==> src/verilog/ugef_regs.svh <==
// Functional notes
// - Flag bits 7-6, 2 and 1 read as zero; software writes no ones there.
// - While suspended, non-idle bus signalling sets wake flag bit 5, own resume excluded.
// - Interrupt request is raised while wake flag and its enable are set.
// - End of bus reset sets flag bit 4, held until software clears it.
// - Interrupt request is raised while end-of-reset flag and its enable are set.
// - Each start-of-frame packet identifier sets flag bit 3 until software clears it.
// - Interrupt request is raised while frame-start flag and its enable are set.
// - Bus idle in J state for 3 ms sets suspend flag bit 0, held.
// - Interrupt request is raised while suspend flag and its enable are set.
// - Enable register bits 5, 4, 3, 0 gate flags; reset value 10h.
// - SE0 for at least 3 full-speed bit times is a bus reset; its end is the event.
`ifndef UGEF_REGS_SVH
`define UGEF_REGS_SVH

`define UGEF_FLAG_OFS   8'h00
`define UGEF_EN_OFS     8'h04
`define UGEF_WAKE_BIT   5
`define UGEF_EOR_BIT    4
`define UGEF_SOF_BIT    3
`define UGEF_SUSP_BIT   0
`define UGEF_USED_MASK  8'h39
`define UGEF_FLAG_RST   8'h00
`define UGEF_EN_RST     8'h10
`define UGEF_HSIZE_WORD 3'h2

`define UGEF_CLK_NS     10
`define UGEF_CLK_PS     10000
`define UGEF_BIT_PS     83333
`define UGEF_RESET_BITS 3
`define UGEF_RESET_CYC  ((`UGEF_RESET_BITS * `UGEF_BIT_PS + `UGEF_CLK_PS - 1) / `UGEF_CLK_PS)
`define UGEF_SUSP_MS    3
`define UGEF_SUSP_CYC   (`UGEF_SUSP_MS * 1000000 / `UGEF_CLK_NS)

`endif

==> src/verilog/ugef_pkg.sv <==
package ugef_pkg;

  typedef enum logic [1:0] {
    LS_ACTIVE,
    LS_RESET,
    LS_SUSPEND
  } ugef_lstate_t;

  typedef logic [7:0] ugef_byte_t;

endpackage : ugef_pkg

==> src/verilog/ugef_top.sv <==
// Our own choices: the register offsets and the AHB-Lite register port.
`timescale 1ns/100ps
`include "ugef_regs.svh"

module ugef_top #(
  parameter int SUSP_CYC  = `UGEF_SUSP_CYC,
  parameter int RESET_CYC = `UGEF_RESET_CYC
) (
  input  wire logic        core_clk,
  input  wire logic        reset_n,
  input  wire logic        hsel,
  input  wire logic [31:0] haddr,
  input  wire logic [1:0]  htrans,
  input  wire logic        hwrite,
  input  wire logic [2:0]  hsize,
  input  wire logic [31:0] hwdata,
  input  wire logic        hready,
  output      logic [31:0] hrdata,
  output      logic        hreadyout,
  output      logic        hresp,
  input  wire logic        usbDp,
  input  wire logic        usbDm,
  input  wire logic        sofDetect,
  input  wire logic        resumeDrive,
  output      logic        usbIrq,
  output      logic        usbSuspended
);
  import ugef_pkg::*;

  localparam int SW = $clog2(SUSP_CYC + 1);
  localparam int RW = $clog2(RESET_CYC + 1);
  localparam logic [SW-1:0] SUSP_LAST = SW'(SUSP_CYC - 1);
  localparam logic [RW-1:0] RST_LAST  = RW'(RESET_CYC - 1);

  generate
    if (SUSP_CYC < 2 || RESET_CYC < 1) begin : g_bad_param
      $error("ugef_top: SUSP_CYC must be >= 2 and RESET_CYC >= 1");
    end
  endgenerate

  logic [31:0]     hrdata_r;
  logic            hreadyout_r;
  logic            hresp_r;
  logic            usbIrq_r;
  logic            usbSuspended_r;
  logic            wrPend_r;
  logic            rdPend_r;
  logic [7:0]      addr_r;
  ugef_byte_t      flag_r;
  ugef_byte_t      flag_nxt;
  ugef_byte_t      enable_r;
  ugef_byte_t      flagSet;
  ugef_byte_t      flagClr;
  logic [1:0]      lineMeta_r;
  logic [1:0]      lineSync_r;
  ugef_lstate_t    lstate_r;
  logic [RW-1:0]   se0Cnt_r;
  logic [SW-1:0]   idleCnt_r;
  logic            addrPhase;
  logic            wordOk;
  logic            lineJ;
  logic            lineSe0;
  logic            wakeEv;
  logic            eorEv;
  logic            suspEv;

  assign hrdata       = hrdata_r;
  assign hreadyout    = hreadyout_r;
  assign hresp        = hresp_r;
  assign usbIrq       = usbIrq_r;
  assign usbSuspended = usbSuspended_r;

  // Bus slave: writes zero wait, reads one wait so a write just before is seen
  assign addrPhase = hsel && htrans[1] && hready;
  assign wordOk    = (hsize == `UGEF_HSIZE_WORD);

  always_ff @(posedge core_clk or negedge reset_n) begin
    if (!reset_n) begin
      wrPend_r    <= 1'b0;
      rdPend_r    <= 1'b0;
      addr_r      <= 8'h00;
      hreadyout_r <= 1'b1;
    end else if (rdPend_r) begin
      rdPend_r    <= 1'b0;
      hreadyout_r <= 1'b1;
    end else if (addrPhase) begin
      wrPend_r    <= hwrite && wordOk;
      rdPend_r    <= !hwrite;
      addr_r      <= haddr[7:0];
      hreadyout_r <= hwrite;
    end else begin
      wrPend_r    <= 1'b0;
    end
  end

  // Only OKAY is ever answered; unmapped words read zero
  always_ff @(posedge core_clk or negedge reset_n) begin
    if (!reset_n) begin
      hresp_r <= 1'b0;
    end else begin
      hresp_r <= 1'b0;
    end
  end

  always_ff @(posedge core_clk or negedge reset_n) begin
    if (!reset_n) begin
      hrdata_r <= 32'h0000_0000;
    end else if (rdPend_r) begin
      case (addr_r)
        `UGEF_FLAG_OFS: hrdata_r <= {24'h00_0000, flag_r};
        `UGEF_EN_OFS:   hrdata_r <= {24'h00_0000, enable_r};
        default:        hrdata_r <= 32'h0000_0000;
      endcase
    end
  end

  // Reserved positions are masked off so stray ones never stick
  always_ff @(posedge core_clk or negedge reset_n) begin
    if (!reset_n) begin
      enable_r <= `UGEF_EN_RST;
    end else if (wrPend_r && addr_r == `UGEF_EN_OFS) begin
      enable_r <= hwdata[7:0] & `UGEF_USED_MASK;
    end
  end

  // Line sampling: pins are asynchronous to core_clk
  always_ff @(posedge core_clk or negedge reset_n) begin
    if (!reset_n) begin
      lineMeta_r <= 2'h1;
      lineSync_r <= 2'h1;
    end else begin
      lineMeta_r <= {usbDm, usbDp};
      lineSync_r <= lineMeta_r;
    end
  end

  assign lineJ   = lineSync_r == 2'h1;
  assign lineSe0 = lineSync_r == 2'h0;

  // SE0 length counter, saturating at the reset threshold
  always_ff @(posedge core_clk or negedge reset_n) begin
    if (!reset_n) begin
      se0Cnt_r <= '0;
    end else if (!lineSe0) begin
      se0Cnt_r <= '0;
    end else if (se0Cnt_r != RST_LAST) begin
      se0Cnt_r <= se0Cnt_r + 1'b1;
    end
  end

  // Idle J counter; holds at the end, cleared outside LS_ACTIVE so suspend fires once per idle spell
  always_ff @(posedge core_clk or negedge reset_n) begin
    if (!reset_n) begin
      idleCnt_r <= '0;
    end else if (!lineJ || lstate_r != LS_ACTIVE) begin
      idleCnt_r <= '0;
    end else if (idleCnt_r != SUSP_LAST) begin
      idleCnt_r <= idleCnt_r + 1'b1;
    end
  end

  // Own upstream resume drives K; that must not look like a host wake
  assign wakeEv = (lstate_r == LS_SUSPEND) && !lineJ && !resumeDrive;
  assign eorEv  = (lstate_r == LS_RESET) && !lineSe0;
  assign suspEv = (lstate_r == LS_ACTIVE) && lineJ && (idleCnt_r == SUSP_LAST);

  always_ff @(posedge core_clk or negedge reset_n) begin
    if (!reset_n) begin
      lstate_r <= LS_ACTIVE;
    end else begin
      case (lstate_r)
        LS_ACTIVE: begin
          if (lineSe0 && se0Cnt_r == RST_LAST) begin
            lstate_r <= LS_RESET;
          end else if (suspEv) begin
            lstate_r <= LS_SUSPEND;
          end
        end
        LS_RESET: begin
          if (eorEv) begin
            lstate_r <= LS_ACTIVE;
          end
        end
        LS_SUSPEND: begin
          if (wakeEv) begin
            lstate_r <= LS_ACTIVE;
          end
        end
        default: lstate_r <= LS_ACTIVE;
      endcase
    end
  end

  // Next link state folded in so the output keeps the state's timing
  always_ff @(posedge core_clk or negedge reset_n) begin
    if (!reset_n) begin
      usbSuspended_r <= 1'b0;
    end else begin
      usbSuspended_r <= suspEv || (lstate_r == LS_SUSPEND && !wakeEv);
    end
  end

  always_comb begin
    flagSet                 = 8'h00;
    flagSet[`UGEF_WAKE_BIT] = wakeEv;
    flagSet[`UGEF_EOR_BIT]  = eorEv;
    flagSet[`UGEF_SOF_BIT]  = sofDetect;
    flagSet[`UGEF_SUSP_BIT] = suspEv;
    flagClr = 8'h00;
    if (wrPend_r && addr_r == `UGEF_FLAG_OFS) begin
      flagClr = hwdata[7:0];
    end
    // Set applied after clear so a coincident event survives
    flag_nxt = ((flag_r & ~flagClr) | flagSet) & `UGEF_USED_MASK;
  end

  always_ff @(posedge core_clk or negedge reset_n) begin
    if (!reset_n) begin
      flag_r <= `UGEF_FLAG_RST;
    end else begin
      flag_r <= flag_nxt;
    end
  end

  // Level request, one cycle behind the flags to come straight from a flop
  always_ff @(posedge core_clk or negedge reset_n) begin
    if (!reset_n) begin
      usbIrq_r <= 1'b0;
    end else begin
      usbIrq_r <= |(flag_r & enable_r);
    end
  end

  reserved_zero_a: assert property (
    @(posedge core_clk) disable iff (!reset_n)
    (flag_r & ~`UGEF_USED_MASK) == 8'h00 && (enable_r & ~`UGEF_USED_MASK) == 8'h00)
    else $error("reserved flag or enable bit set");

  wake_flag_set_a: assert property (
    @(posedge core_clk) disable iff (!reset_n)
    (lstate_r == LS_SUSPEND && !lineJ && !resumeDrive)
      |=> flag_r[`UGEF_WAKE_BIT] && lstate_r == LS_ACTIVE)
    else $error("wake activity did not set wake flag");

  wake_own_resume_a: assert property (
    @(posedge core_clk) disable iff (!reset_n)
    (lstate_r == LS_SUSPEND && resumeDrive && !flag_r[`UGEF_WAKE_BIT]
      && !(wrPend_r && addr_r == `UGEF_FLAG_OFS))
      |=> !flag_r[`UGEF_WAKE_BIT])
    else $error("own resume set wake flag");

  wake_irq_a: assert property (
    @(posedge core_clk) disable iff (!reset_n)
    (flag_r[`UGEF_WAKE_BIT] && enable_r[`UGEF_WAKE_BIT]) |=> usbIrq_r)
    else $error("wake interrupt missing");

  eor_flag_a: assert property (
    @(posedge core_clk) disable iff (!reset_n)
    (lstate_r == LS_RESET) ##1 (lstate_r == LS_ACTIVE) |-> flag_r[`UGEF_EOR_BIT])
    else $error("end of reset not flagged");

  eor_irq_a: assert property (
    @(posedge core_clk) disable iff (!reset_n)
    (flag_r[`UGEF_EOR_BIT] && enable_r[`UGEF_EOR_BIT]) |=> usbIrq_r)
    else $error("end of reset interrupt missing");

  sof_flag_a: assert property (
    @(posedge core_clk) disable iff (!reset_n)
    sofDetect |=> flag_r[`UGEF_SOF_BIT])
    else $error("frame start not flagged");

  sof_irq_a: assert property (
    @(posedge core_clk) disable iff (!reset_n)
    (flag_r[`UGEF_SOF_BIT] && enable_r[`UGEF_SOF_BIT]) |=> usbIrq_r)
    else $error("frame start interrupt missing");

  susp_flag_a: assert property (
    @(posedge core_clk) disable iff (!reset_n)
    (lstate_r == LS_ACTIVE && lineJ && idleCnt_r == SUSP_LAST && !lineSe0)
      |=> flag_r[`UGEF_SUSP_BIT] && usbSuspended)
    else $error("idle bus did not raise suspend");

  susp_irq_a: assert property (
    @(posedge core_clk) disable iff (!reset_n)
    (flag_r[`UGEF_SUSP_BIT] && enable_r[`UGEF_SUSP_BIT]) |=> usbIrq_r)
    else $error("suspend interrupt missing");

  irq_quiet_a: assert property (
    @(posedge core_clk) disable iff (!reset_n)
    ((flag_r & enable_r) == 8'h00) |=> !usbIrq_r)
    else $error("interrupt without enabled flag");

  bus_reset_a: assert property (
    @(posedge core_clk) disable iff (!reset_n)
    (lstate_r == LS_ACTIVE && lineSe0 && se0Cnt_r == RST_LAST) |=> lstate_r == LS_RESET)
    else $error("long SE0 not taken as bus reset");

  set_wins_a: assert property (
    @(posedge core_clk) disable iff (!reset_n)
    (flagSet != 8'h00) |=> (flag_r & $past(flagSet)) == $past(flagSet))
    else $error("hardware set lost to clear");

  wake_hold_a: assert property (
    @(posedge core_clk) disable iff (!reset_n)
    (flag_r[`UGEF_WAKE_BIT] && !flagClr[`UGEF_WAKE_BIT]) |=> flag_r[`UGEF_WAKE_BIT])
    else $error("wake flag dropped without clear");

  eor_hold_a: assert property (
    @(posedge core_clk) disable iff (!reset_n)
    (flag_r[`UGEF_EOR_BIT] && !flagClr[`UGEF_EOR_BIT]) |=> flag_r[`UGEF_EOR_BIT])
    else $error("end of reset flag dropped without clear");

  sof_hold_a: assert property (
    @(posedge core_clk) disable iff (!reset_n)
    (flag_r[`UGEF_SOF_BIT] && !flagClr[`UGEF_SOF_BIT]) |=> flag_r[`UGEF_SOF_BIT])
    else $error("frame start flag dropped without clear");

  susp_hold_a: assert property (
    @(posedge core_clk) disable iff (!reset_n)
    (flag_r[`UGEF_SUSP_BIT] && !flagClr[`UGEF_SUSP_BIT]) |=> flag_r[`UGEF_SUSP_BIT])
    else $error("suspend flag dropped without clear");

  wake_only_a: assert property (
    @(posedge core_clk) disable iff (!reset_n)
    (!flag_r[`UGEF_WAKE_BIT] && lstate_r != LS_SUSPEND) |=> !flag_r[`UGEF_WAKE_BIT])
    else $error("wake flag set outside suspend");

  eor_only_a: assert property (
    @(posedge core_clk) disable iff (!reset_n)
    (!flag_r[`UGEF_EOR_BIT] && lstate_r != LS_RESET) |=> !flag_r[`UGEF_EOR_BIT])
    else $error("end of reset flag set outside reset");

  susp_only_a: assert property (
    @(posedge core_clk) disable iff (!reset_n)
    (!flag_r[`UGEF_SUSP_BIT] && idleCnt_r != SUSP_LAST) |=> !flag_r[`UGEF_SUSP_BIT])
    else $error("suspend flag set before idle time");

  rd_reserved_a: assert property (
    @(posedge core_clk) disable iff (!reset_n)
    rdPend_r |=> (hrdata_r & ~{24'h00_0000, `UGEF_USED_MASK}) == 32'h0000_0000)
    else $error("reserved read bit not zero");

  en_write_a: assert property (
    @(posedge core_clk) disable iff (!reset_n)
    (wrPend_r && addr_r == `UGEF_EN_OFS)
      |=> {24'h00_0000, enable_r} == ($past(hwdata) & {24'h00_0000, `UGEF_USED_MASK}))
    else $error("enable write not applied");

  susp_state_a: assert property (
    @(posedge core_clk) disable iff (!reset_n)
    usbSuspended_r == (lstate_r == LS_SUSPEND))
    else $error("suspended output out of step");

endmodule : ugef_top

==> config.mk <==
export PLATFORM = sky130hd
export DESIGN_NAME = ugef_top
export DESIGN_NICKNAME = d
export VERILOG_FILES = /design/src/verilog/ugef_pkg.sv /design/src/verilog/ugef_top.sv
export VERILOG_INCLUDE_DIRS = /design/src /design/src/verilog
export SDC_FILE = /design/constraint.sdc
export NUM_CORES = 1
export LEC_CHECK = 0
export ABC_AREA = 1
export BUFFER_PORTS_ARGS = -buffer_cell sky130_fd_sc_hd__buf_2
export CAP_MARGIN = 20
export CORE_AREA = 4 4 78 80
export CTS_BUF_LIST = sky130_fd_sc_hd__clkbuf_8
export DETAILED_ROUTE_END_ITERATION = 7
export DIE_AREA = 0 0 82 84
export PLACE_DENSITY = 0.86
export SLEW_MARGIN = 5
export SYNTH_ARGS = -nofsm -noshare
export SYNTH_HDL_FRONTEND = slang
export SYNTH_SLANG_ARGS = --single-unit
==> constraint.sdc <==
create_clock -name core_clk -period 2.2 [get_ports core_clk]
set_input_delay 0.22 -clock core_clk [delete_from_list [all_inputs] [get_ports core_clk]]
set_output_delay 0.22 -clock core_clk [all_outputs]
set_load 0.005 [all_outputs]
Yosys cells after proc, flatten, opt, wreduce, memory -nomap -nowiden
Index checks and enable logic that the tools add are counted.

storage, ports and cells
  logic and storage cells = 78
  register bits = 83
  input port bits = 78

operators by class
  reduce and logical (&&, ||, !) cells = 28
  bitwise gates (word level) = 5
  equality and inequality tests = 13
  muxes and demuxes = 16
  $add $sub $neg = 2

operator list
  cell                     number
  $mux W19                 2
  $add A19 B1 Y19 const B  1
  $eq A19 B19 Y1 const B   1
  $ne A19 B19 Y1 const B   1
  $and A6 B6 Y6            2
  $logic_and A1 B1 Y1      12
  $pmux W6 S2              1
  $mux W5                  2
  $eq A8 B3 Y1 const B     1
  $logic_not A8 Y1         1
  $mux W2                  4
  $reduce_or A8 Y1         1
  $mux W6                  1
  $not A6 Y6               1
  $or A6 B6 Y6             1
  $pmux W2 S3              1
  $reduce_bool A2 Y1       3
  $add A5 B1 Y5 const B    1
  $eq A5 B5 Y1 const B     1
  $logic_not A1 Y1         5
  $mux W1                  5
  $ne A5 B5 Y1 const B     1
  $eq A2 B1 Y1 const B     2
  $logic_not A2 Y1         2
  9 further kinds          11

Logic depth before layout (Yosys ltp)
Gate-level depths: netlist of the first run.

  depth after elaboration = 7
  gate-level depth with buffers = 9
  gate-level depth less buffers = 9

Worst setup path before layout of the first run
Ideal clock, no wire load.

  path kind = reg2reg
  start = register idleCnt_r[0]
  end = register idleCnt_r[5]
  clock period less this slack = 1411 ps
  stages on the path, launching flop included = 9
  library setup time = 115 ps
  setup slack = 789 ps
  arrival = 1297 ps
  cell sequence = dfrtp_1 ha_1 nand3_2 inv_2 nand2_1 nor2_2 nand3_1 nand2_1 inv_1

on the way
  longest elaborated chain between the ends = 3
  elaborated cells on any way between the ends = 5

ends and longest elaborated chain
  what                    line             text
  start, declared         ugef_top.sv:58   logic [SW-1:0] idleCnt_r;
  start signal, assigned  ugef_top.sv:158  idleCnt_r <= idleCnt_r + 1'b1;
  $add A19 B1 Y19         ugef_top.sv:158
  $mux W19                ugef_top.sv:157  end else if (idleCnt_r != SUSP_LAST) begin
  $mux W19                ugef_top.sv:155  end else if (!lineJ || lstate_r != LS_ACTIVE) begin

Parallel ways exist; a longest one is shown, timed or not. The select of a mux whose other input is x is not followed.
A chain may end at the register's enable or synchronous reset.

Worst setup path in the final report of the first run
Same ends and word-level chain as after synthesis.

==> summary.md, run 1 <==
| Metric | Value |
|---|---|
| CTS tree | done |
| Top-area cell type share of the netlist area | 0.4482 |
| Clk_skew | around 0.011 ns |
| DR WL/cell | 11.18 um |
| Core area | about 5400 sq um |
| Unique masters post-synth | 27 |
| Largest net degree at the start of global routing | 27 |
| Avg Inst Size Synth | 7.867 sq um |
| FF/Latch Area | 1381 sq um |
| Area growth from synthesis to layout | 10.15% |
| Global Route Usage Sum | 0.1687 |
| Status | finished clean |
| Gate power share | 0.103 |
| Worst-path fanout max | 7 |
| RSZ-0062 raised after global routing | no |
| Setup crit end kind | register |
| Sequential-to-total area share from yosys stat | 0.4851 |
| Tmin final | 1.720 ns |
| Slew @ Worst Pin | 0.5930 ns |
| Worst-Skew Late Latency | about 0.32 ns |
| Routability congestion estimate | around 0.97 |
| Initial antenna violation count | 0 |
| Number of global-route vias before repair | roughly 2200 |
| Setup WS pre-CTS | ~0.51 ns |
| Final worst slack | ~0.48 ns |
| Fillers | 490 |
| CP startpoint | idleCnt_r[0] |
| First-pass GRT wire length | ~9100 um |
| Die Area | slightly below 7000 sq um |
| Main area contributors after synthesis | dfrtp_1, nand2_1, buf_4 |
| Max Root-Sink Buffers | 2 |
| XOR/XNOR Fraction of Synth Area | 0.01845 |
| Gr ovfl total | 0 |
| Sink Count | 55 |
| ANT nets after route | 0 |
| DP HPWL | roughly 4000 um |
| Type of origin of the critical path | register |
| Clk slew on worst S/H paths | ~0.11 ns |
| Fmax | ~580 MHz |
| Non-filler cells, final | 478 |
| Arr. time, crit path | between 1.5 and 2 ns |
| Multi-input logic area | ~1200 sq um |
| Layout cells sized above 1 | 0.1453 |
| Setup TNS | 0 ns |
| Final Hold Viols | 0 |
| Iteration count of the initial detailed-routing pass | 4 |
| I/O Pins | 114 |
| # rows | 27 |
| Internal power | roughly 1400 uW |
| Register bit count reported by yosys | 55 |
| Initial DRC count | 62 |
| Switching power total | about 500 uW |
| Clk pwr share | 0.316 |
| Cell Count Post-Placement | about 470 |
| Max Slew Vio Count | 0 |
| Slack of the worst reg-to-reg path | between 0.4 and 0.5 ns |
| CTS H-tree lvls | 2 |
| Leading area contributor after synthesis | dfrtp_1 |
| Required @ worst endpoint | between 2 and 2.5 ns |
| Seq pwr share | 0.581 |
| Synth Area in Simple Gates | 0.3111 |
| Reg2Reg Capture Point | idleCnt_r[5] |
| FF-to-FF Start | idleCnt_r[0] |
| Adder-Cell Fraction of Synth Area | 0.01318 |
| LEAKAGE | 0.001550 uW |
| Hold Path Class | input pin to register |
| CP Capture Point | idleCnt_r[5] |
| Max-cap check violation count | 0 |
| Starting Density | 0.5269 |
| VDD IR max | 0.0003052 V |
| WL final | about 5300 um |
| Yosys warns | 0 |
| Pwr/cell area | approximately 600 nW/um^2 |
| Mux cell area share after synthesis | 0 |
| CTS Buf Count | 5 |
| Period Utilization, post-route | 0.7820 |
| Mapped Area | around 2800 sq um |
| Main combinational cell family by area after synthesis | simple AND/OR/NAND/NOR gates |
| PortBufs | 31 |
| Setup violators final | 0 |
| Critical path class | register to register |
| Die extent in y | ~84 um |
| R2R depth | 8 |
| Compound-cell area share of the yosys netlist | 0.04438 |
| Die W | ~82 um |
| Switching share of power | 0.2670 |
| Root buf cell | clkbuf_8 |
| Cells after Synth | about 360 |
| Hold WS | 0.06953 ns |
| DRC | 0 |
| Slew margin rel. | 0.6047 |
| Routed vias | about 2300 |
| # nets final | 486 |
| ANT cells | 0 |
| Avg Vias per Cell | slightly below 5 |
## stage by stage
step	util	instance area (sq um)	power, uW
after floorplan	-	2953	1253
after global placement	0.5563	3007	1293
after detailed placement	0.5563	3007	1303
after CTS	0.5803	3137	1903
after global routing	0.5803	3137	1976
final	0.5803	3137	1879
## registers in the layout (all words and copies together) (netlist names)
register / cells
usbIrq: 1
usbSuspended: 1
wrPend_r: 1
flag_r: 4
enable_r: 4
rdPend_r: 1
idleCnt_r: 19
lineMeta_r: 2
lstate_r: 2
hrdata: 4
se0Cnt_r: 5
hreadyout: 1
lineSync_r: 2
addr_r: 8
## cells by family (layout without fill, tap and decap cells)
family                     Yosys count  after routing
AOI/OAI and AO/OA                   24             24
xor gates and xnor gates             6              6
adders and majority gates            3              3
buffers and inverters               66             82
DFF                                 55             55
other                                1             29
and+or+nand+nor                    207            207
## cell usage after synthesis
master	number
nor3_1	4
xnor2_1	1
o21ai_0	16
nand3_2	1
inv_2	1
nand3b_1	1
or2_2	3
xor2_1	5
o22ai_1	1
inv_1	34
nand2_1	111
or2_4	1
conb_1	1
dfstp_2	4
nor3_4	2
nor2_2	3
a21o_1	1
nor4_1	1
nor2_1	46
clkbuf_1	1
dfrtp_1	51
nand4_1	3
a211oi_1	1
buf_4	30
ha_1	3
a21oi_1	5
nand3_1	31
## how the worst min path moves through the flow
stage | startpoint | to | depth (start not counted)
after floorplan | reset_n | addr_r[0] | 0
after global placement | reset_n | idleCnt_r[15] | 1
after detailed placement | reset_n | idleCnt_r[14] | 1
after CTS | hwrite | rdPend_r | 2
after global routing | hwrite | rdPend_r | 2
final | hwrite | rdPend_r | 2
## area by class of cell
class                      instances  area share
tap                               72     0.02872
clock buffer                       5     0.02194
multi-input combinational        269      0.3861
sequential                        55      0.4404
clock inverter                     3    0.009972
inverter                          35     0.04188
timing repair buffer              39     0.07100
## critical path, cell delays in order (launching register included)
cell     delay (ns)
dfrtp_1        0.43
ha_1           0.32
nand3_2        0.12
inv_2          0.09
nand2_1        0.06
nor2_2         0.16
nand3_1        0.25
nand2_1        0.15
inv_1          0.04
## power groups by stage
stage / clock network, uW / registers (uW) / logic [uW]
final: 594 / 1090 / 193
after global routing: 649 / 1100 / 228
after CTS: 615 / 1090 / 196
after detailed placement: 0 / 1110 / 191
after global placement: 0 / 1110 / 184
after floorplan: 0 / 1110 / 144
## placed cells by master (no fill, tap or decap), drive strengths merged, types with 3 or more instances in the layout
cell type / netlist / layout
nand2: 111 / 111
dfrtp: 51 / 51
nor2: 49 / 49
inv: 35 / 37
buf: 30 / 36
nand3: 32 / 32
conb: 1 / 29
o21ai: 16 / 16
nor3: 6 / 6
xor2: 5 / 5
a21oi: 5 / 5
clkbuf: 1 / 5
dfstp: 4 / 4
or2: 4 / 4
nand4: 3 / 3
ha: 3 / 3
dlygate4sd3: 0 / 3
## per-layer routing
| layer | track usage | wire length, um | vias to the layer above |
|---|---|---|---|
| li1 | - | - | 1164 |
| met1 | 0.2029 | 2314 | 1052 |
| met2 | 0.2763 | 2519 | 78 |
| met3 | 0.04860 | 364 | 17 |
| met4 | 0.07251 | 144 | 0 |
| met5 | 0 | 0 | - |
## timing repair
| item | 4_1_cts | 5_1_grt |
|---|---|---|
| resized for setup | 0 | 0 |
| hold endpoints to repair | 24 | 0 |
| hold buffers | 3 | 0 |
| setup buffers | 0 | 0 |
Power figures use the tool's default switching activity.
==> run 2: changes to the inputs <==
- ABC_AREA: 1 -> 0
- CORE_AREA: 4 4 78 80 -> 4 4 83 85
- DIE_AREA: 0 0 82 84 -> 0 0 87 89
- PLACE_DENSITY: 0.86 -> 0.78
- clock period: 2.2 -> 1.4 ns (I/O delays scaled with it)
==> run 2 against run 1 <==
Against the previous run:
- the flow now finishes with violations (setup timing)
- synthesized cell count decreased by 28%
- register-to-register slack got worse by 0.79 ns
- area after synthesis decreased by 4.2%
- total power increased by 59%
- global-route usage decreased by 2.6 points
- sequential share of layout area decreased by 4.9 points
- final cell count decreased by 13%
- core utilization decreased by 1.1 points
- fmax increased by 0.78%
- clock skew decreased by 0.0011 ns
- clock power increased by 46%
- die area increased by 12%
- critical endpoint is now idleCnt_r[16]
==> summary.md, run 2 <==
| Metric | Value |
|---|---|
| Status | finished, violations left |
| Failing checks | setup timing |
| Commonest cells in the netlist | dfrtp_1, buf_4, nand2_1 |
| # nets final | 419 |
| Hold Path Class | input pin to register |
| Sequential-to-total area share from yosys stat | 0.5062 |
| Die W | between 80 and 90 um |
| Pwr/cell area | around 850 nW/um^2 |
| DR WL/cell | between 10 and 15 um |
| Max-cap check violation count | 0 |
| Required @ worst endpoint | ~1.6 ns |
| WL final | between 6000 and 7000 um |
| RSZ-0062 raised after global routing | yes |
| Period Utilization, post-route | 1.219 |
| Unique masters post-synth | 48 |
| Setup violators final | 32 |
| ANT nets after route | 0 |
| Max FFs per register | 19 |
| Area growth from synthesis to layout | 29.48% |
| Sink Count | 55 |
| Gr ovfl total | 0 |
| Clk slew on worst S/H paths | around 0.10 ns |
| Starting Density | 0.4398 |
| Final Hold Viols | 0 |
| Cells after Synth | between 200 and 300 |
| Fillers | around 500 |
| I/O Pins | 114 |
| Avg Vias per Cell | a little over 5 |
| Final Cell Area | 3533 sq um |
| Max Slew Vio Count | 0 |
| Most flops, register | idleCnt_r |
| Layout cells sized above 1 | 0.4231 |
| LEAKAGE | approximately 0.0016 uW |
| CTS tree | done |
| Count leader, synth | dfrtp_1 |
| Post-synth ARST share | 1.000 |
| Routability congestion estimate | ~0.91 |
| Setup crit end kind | register |
| Number of global-route vias before repair | about 1900 |
| Max Root-Sink Buffers | 2 |
| Yosys warns | 0 |
| Root buf cell | clkbuf_8 |
| Avg Inst Size Synth | between 10 and 15 sq um |
| Worst-Skew Late Latency | ~0.31 ns |
| Hold WS | between 0.015 and 0.02 ns |
| EDFF count, synth | 0 |
| Fmax | a little under 600 MHz |
| Core area | roughly 6200 sq um |
| Most used DFF post-synth | dfrtp_1 |
| First-pass GRT wire length | 8818 um |
| CTS Buf Count | 5 |
| Commonest non-fill, non-tap cell in the layout | dfrtp_1 |
| Initial antenna violation count | 0 |
| Type of origin of the critical path | register |
| Die Area | slightly below 8000 sq um |
| ANT cells | 0 |
| CTS H-tree lvls | 2 |
| # rows | 29 |
| Mapped Area | roughly 2700 sq um |
| Die extent in y | about 90 um |
| Register bit count reported by yosys | 55 |
| Top flop regs | idleCnt_r (19), addr_r (8), se0Cnt_r (5) |
| Largest net degree at the start of global routing | 30 |
| Critical path class | register to register |
| Worst-path fanout max | 4 |
| Tmin final | between 1.5 and 2 ns |
| Arr. time, crit path | between 1.5 and 2 ns |
| Most frequent cells in the layout | dfrtp_1, buf_4, buf_2 |
| DP HPWL | 3988 um |
| PortBufs | 31 |
| Global Route Usage Sum | 0.1428 |
| Iteration count of the initial detailed-routing pass | 4 |
| DRC | 0 |
| Final worst slack | -0.3071 ns |
| Routed vias | 2113 |
| VDD IR max | approximately 0.00049 V |
| Top-area cell type share of the netlist area | 0.4677 |
| Clk_skew | 0.009866 ns |
| Main area contributors after synthesis | dfrtp_1, buf_4, mux2_2 |
| Leading area contributor after synthesis | dfrtp_1 |
| Initial DRC count | 97 |
| Placed Area | between 3000 and 4000 sq um |
run 2: path summary, 6_finish.rpt:
kind                               start            end  slack [ns]  depth (start not counted)
max                         idleCnt_r[1]  idleCnt_r[16]       -0.31                          5
min reg2reg                lineMeta_r[0]  lineSync_r[0]        0.36                          0
min                            sofDetect      flag_r[3]        0.02                          2
max in group asynchronous        reset_n  lineMeta_r[0]        0.55                          3
max reg2reg                 idleCnt_r[1]  idleCnt_r[16]       -0.31                          5
min in group asynchronous        reset_n      addr_r[6]        0.27                          2
run 2: kinds of logic (layout without fill, tap and decap cells):
logic type / count (synthesis) / count (layout) / share of synthesized area
DFF: 55 / 55 / 0.5062
muxes: 19 / 19 / 0.07520
other: 1 / 29 / 0.001374
buffers and inverters: 46 / 94 / 0.1041
AOI/OAI and AO/OA: 34 / 34 / 0.07886
and+or+nand+nor: 94 / 94 / 0.1884
xor gates and xnor gates: 10 / 10 / 0.03210
adders and majority gates: 3 / 3 / 0.01376
run 2: where the power goes:
| group | internal, uW | switching (uW) |
|---|---|---|
| Combinational | 202 | 178 |
| Sequential | 1680 | 59.2 |
| Clock | 350 | 521 |
run 2: final cells by class:
cell class                      count  area (sq um)  area share
Inverter                            8         30.03    0.008499
Tap cell                           77         96.34     0.02727
Clock buffer                        5         68.82     0.01948
Clock inverter                      2         16.27    0.004603
Sequential cell                    55          1381      0.3909
Multi-Input combinational cell    189          1391      0.3938
Timing Repair Buffer               79         549.3      0.1555
run 2: per-stage QoR:
step / setup TNS, ns / util / std cells / total power, uW / setup slack [ns]
after floorplan: -2.486 / - / 290 / 1992 / -0.2422
after global routing: -5.893 / 0.5695 / 415 / 3130 / -0.3597
after global placement: -2.802 / 0.5064 / 396 / 2091 / -0.2162
after CTS: -3.304 / 0.5433 / 410 / 2994 / -0.2742
after detailed placement: -3.520 / 0.5064 / 396 / 2106 / -0.2508
final: -4.134 / 0.5695 / 415 / 2994 / -0.3071
run 2: worst max-delay path, stage by stage, from the launching register on:
cell and delay, ns:
dfrtp_1 0.42, ha_4 0.17, nand2_2 0.05, or4_4 0.54
or3_4 0.35, a21oi_2 0.12
run 2: metal layers:
metal	wire (um)	part of all wire	GRT usage
met1	2413	0.40	0.1743
met2	3166	0.52	0.2553
met3	320	0.053	0.01843
met4	136	0.023	0.05807
met5	0	0	0
run 2: repair_timing:
item / 4_1_cts / 5_1_grt
resized for setup: 20 / 30
endpoints found under the setup margin: 28 / 32
cloned: 1 / 0
pin swaps: 11 / 21
buffers inserted: 2 / 5
endpoints found under the hold margin: 15 / 0
hold buffers: 4 / 0
==> run 3: changes to the inputs <==
- REMOVE_ABC_BUFFERS: not set -> 1
==> run 3 against run 2 <==
Against the previous run:
- the run still ends with setup timing left
- critical endpoint unchanged
- worst hold slack better by 0.027 ns
- sequential share of layout area down 0.80 points
- final area up 2.1%
- clock skew up 0.0032 ns
- clock power up 11%
- first-iteration DRC count down 4.1%
- total power up 2.5%
- final cell count up 1.7%
- largest cell class is now registers
- routed wire length down 2.5%
- clock-buffer cell count unchanged
==> summary.md, run 3 (synthesized netlist as in run 2, its figures left out) <==
| Metric | Value |
|---|---|
| Status | finished, violations left |
| Failing checks | setup timing |
| ANT cells | 0 |
| Area growth from synthesis to layout | 32.19% |
| Die Area | ~7700 sq um |
| Routability congestion estimate | between 0.8 and 0.9 |
| Tmin final | between 1.5 and 2 ns |
| Die W | roughly 87 um |
| Required @ worst endpoint | between 1.5 and 2 ns |
| Initial antenna violation count | 0 |
| Critical path class | register to register |
| Fillers | 495 |
| Most flops, register | idleCnt_r |
| Number of global-route vias before repair | 2183 |
| Fmax | about 580 MHz |
| Type of origin of the critical path | register |
| Setup WS pre-CTS | -0.3484 ns |
| Global Route Usage Sum | 0.1566 |
| Top flop regs | idleCnt_r (19), addr_r (8), se0Cnt_r (5) |
| LEAKAGE | approximately 0.0017 uW |
| Starting Density | 0.4398 |
| First-pass GRT wire length | 9653 um |
| Pwr/cell area | 850.6 nW/um^2 |
| Final worst slack | -0.3259 ns |
| CTS H-tree lvls | 2 |
| DP HPWL | 3964 um |
| Routed vias | around 2200 |
| Avg Vias per Cell | between 5 and 6 |
| Gr ovfl total | 0 |
| Most frequent cells in the layout | dfrtp_1, buf_4, buf_2 |
| Die extent in y | 89 um |
| Core area | ~6200 sq um |
| Max Slew Vio Count | 0 |
| CTS tree | done |
| DR WL/cell | between 10 and 15 um |
| PortBufs | 31 |
| Root buf cell | clkbuf_8 |
| Layout cells sized above 1 | 0.4406 |
| Largest net degree at the start of global routing | between 50 and 60 |
| DRC | 0 |
| Initial DRC count | 93 |
| # nets final | between 400 and 500 |
| Final Hold Viols | 0 |
| PnR Total Power | just over 3000 uW |
| CTS Buf Count | 5 |
| Setup violators final | 27 |
| Worst-path fanout max | 4 |
| # rows | 29 |
| WL final | 5884 um |
| RSZ-0062 raised after global routing | yes |
| Clk slew on worst S/H paths | 0.11 ns |
| I/O Pins | around 110 |
| Max FFs per register | 19 |
| Sink Count | 55 |
| Hold Path Class | input pin to register |
| Max Root-Sink Buffers | 2 |
| Arr. time, crit path | slightly below 2 ns |
| Period Utilization, post-route | 1.233 |
| Commonest non-fill, non-tap cell in the layout | dfrtp_1 |
| VDD IR max | between 0.0005 and 0.0006 V |
| Max-cap check violation count | 0 |
| ANT nets after route | 0 |
| Clk_skew | ~0.013 ns |
| Setup crit end kind | register |
| Iteration count of the initial detailed-routing pass | 4 |
| Worst-Skew Late Latency | 0.32 ns |
==> run 3: metal layers <==
layer  global-route usage  share of wire  wire [um]
met2               0.2878           0.51       2982
met4              0.05382          0.026        152
met3              0.02949          0.050        295
met5                    0              0          0
met1               0.1827           0.42       2454
==> run 3: repair_timing <==
item | CTS | global route
gates resized for setup | 34 | 25
endpoints found under the hold margin | 55 | 0
setup buffers | 4 | 9
endpoints found under the setup margin | 31 | 33
hold buffers | 5 | 0
pin swaps | 20 | 20
gates cloned | 0 | 0
==> run 3: path summary, 6_finish.rpt <==
kind / cells after the start / slack [ns] / from / endpoint
worst min-delay path: 2 / 0.04 / haddr[3] / addr_r[3]
max in group asynchronous: 3 / 0.77 / reset_n / hreadyout
worst max register to register: 6 / -0.33 / idleCnt_r[1] / idleCnt_r[16]
worst min register to register: 0 / 0.37 / lineMeta_r[0] / lineSync_r[0]
min in group asynchronous: 3 / 0.33 / reset_n / idleCnt_r[6]
worst max-delay path: 6 / -0.33 / idleCnt_r[1] / idleCnt_r[16]
==> run 3: critical path: stages, from the launching register on <==
cell	delay, ns
dfrtp_1	0.38
ha_2	0.19
nand2_1	0.05
or4_4	0.54
buf_6	0.14
o21ai_0	0.22
a21oi_2	0.09
==> run 3: area by class of cell <==
class | instances | area, sq um | area share
flip-flops and latches | 55 | 1381 | 0.3829
multi-input cells | 189 | 1376 | 0.3815
repair buffers | 85 | 623.1 | 0.1727
well taps | 77 | 96.34 | 0.02671
clock buffers | 5 | 68.82 | 0.01908
clock inverters | 3 | 31.28 | 0.008672
inverters | 8 | 30.03 | 0.008325
==> run 3: per-stage QoR <==
step | TNS, ns | util | hold slack, ns | instances | instance area (sq um)
after floorplan | -6.551 | - | -0.1556 | 252 | 2580
after global placement | -5.610 | 0.5019 | 0.1555 | 396 | 3114
after detailed placement | -6.634 | 0.5019 | 0.1582 | 396 | 3114
after CTS | -4.063 | 0.5537 | 0.02975 | 413 | 3436
after global routing | -5.808 | 0.5814 | 0.02030 | 422 | 3607
final | -3.994 | 0.5814 | 0.04352 | 422 | 3607
==> run 3: report_power, final <==
group	internal, uW	switching, uW	total, uW
clock	382	584	965
combinational	189	172	361
sequential	1680	58.3	1740
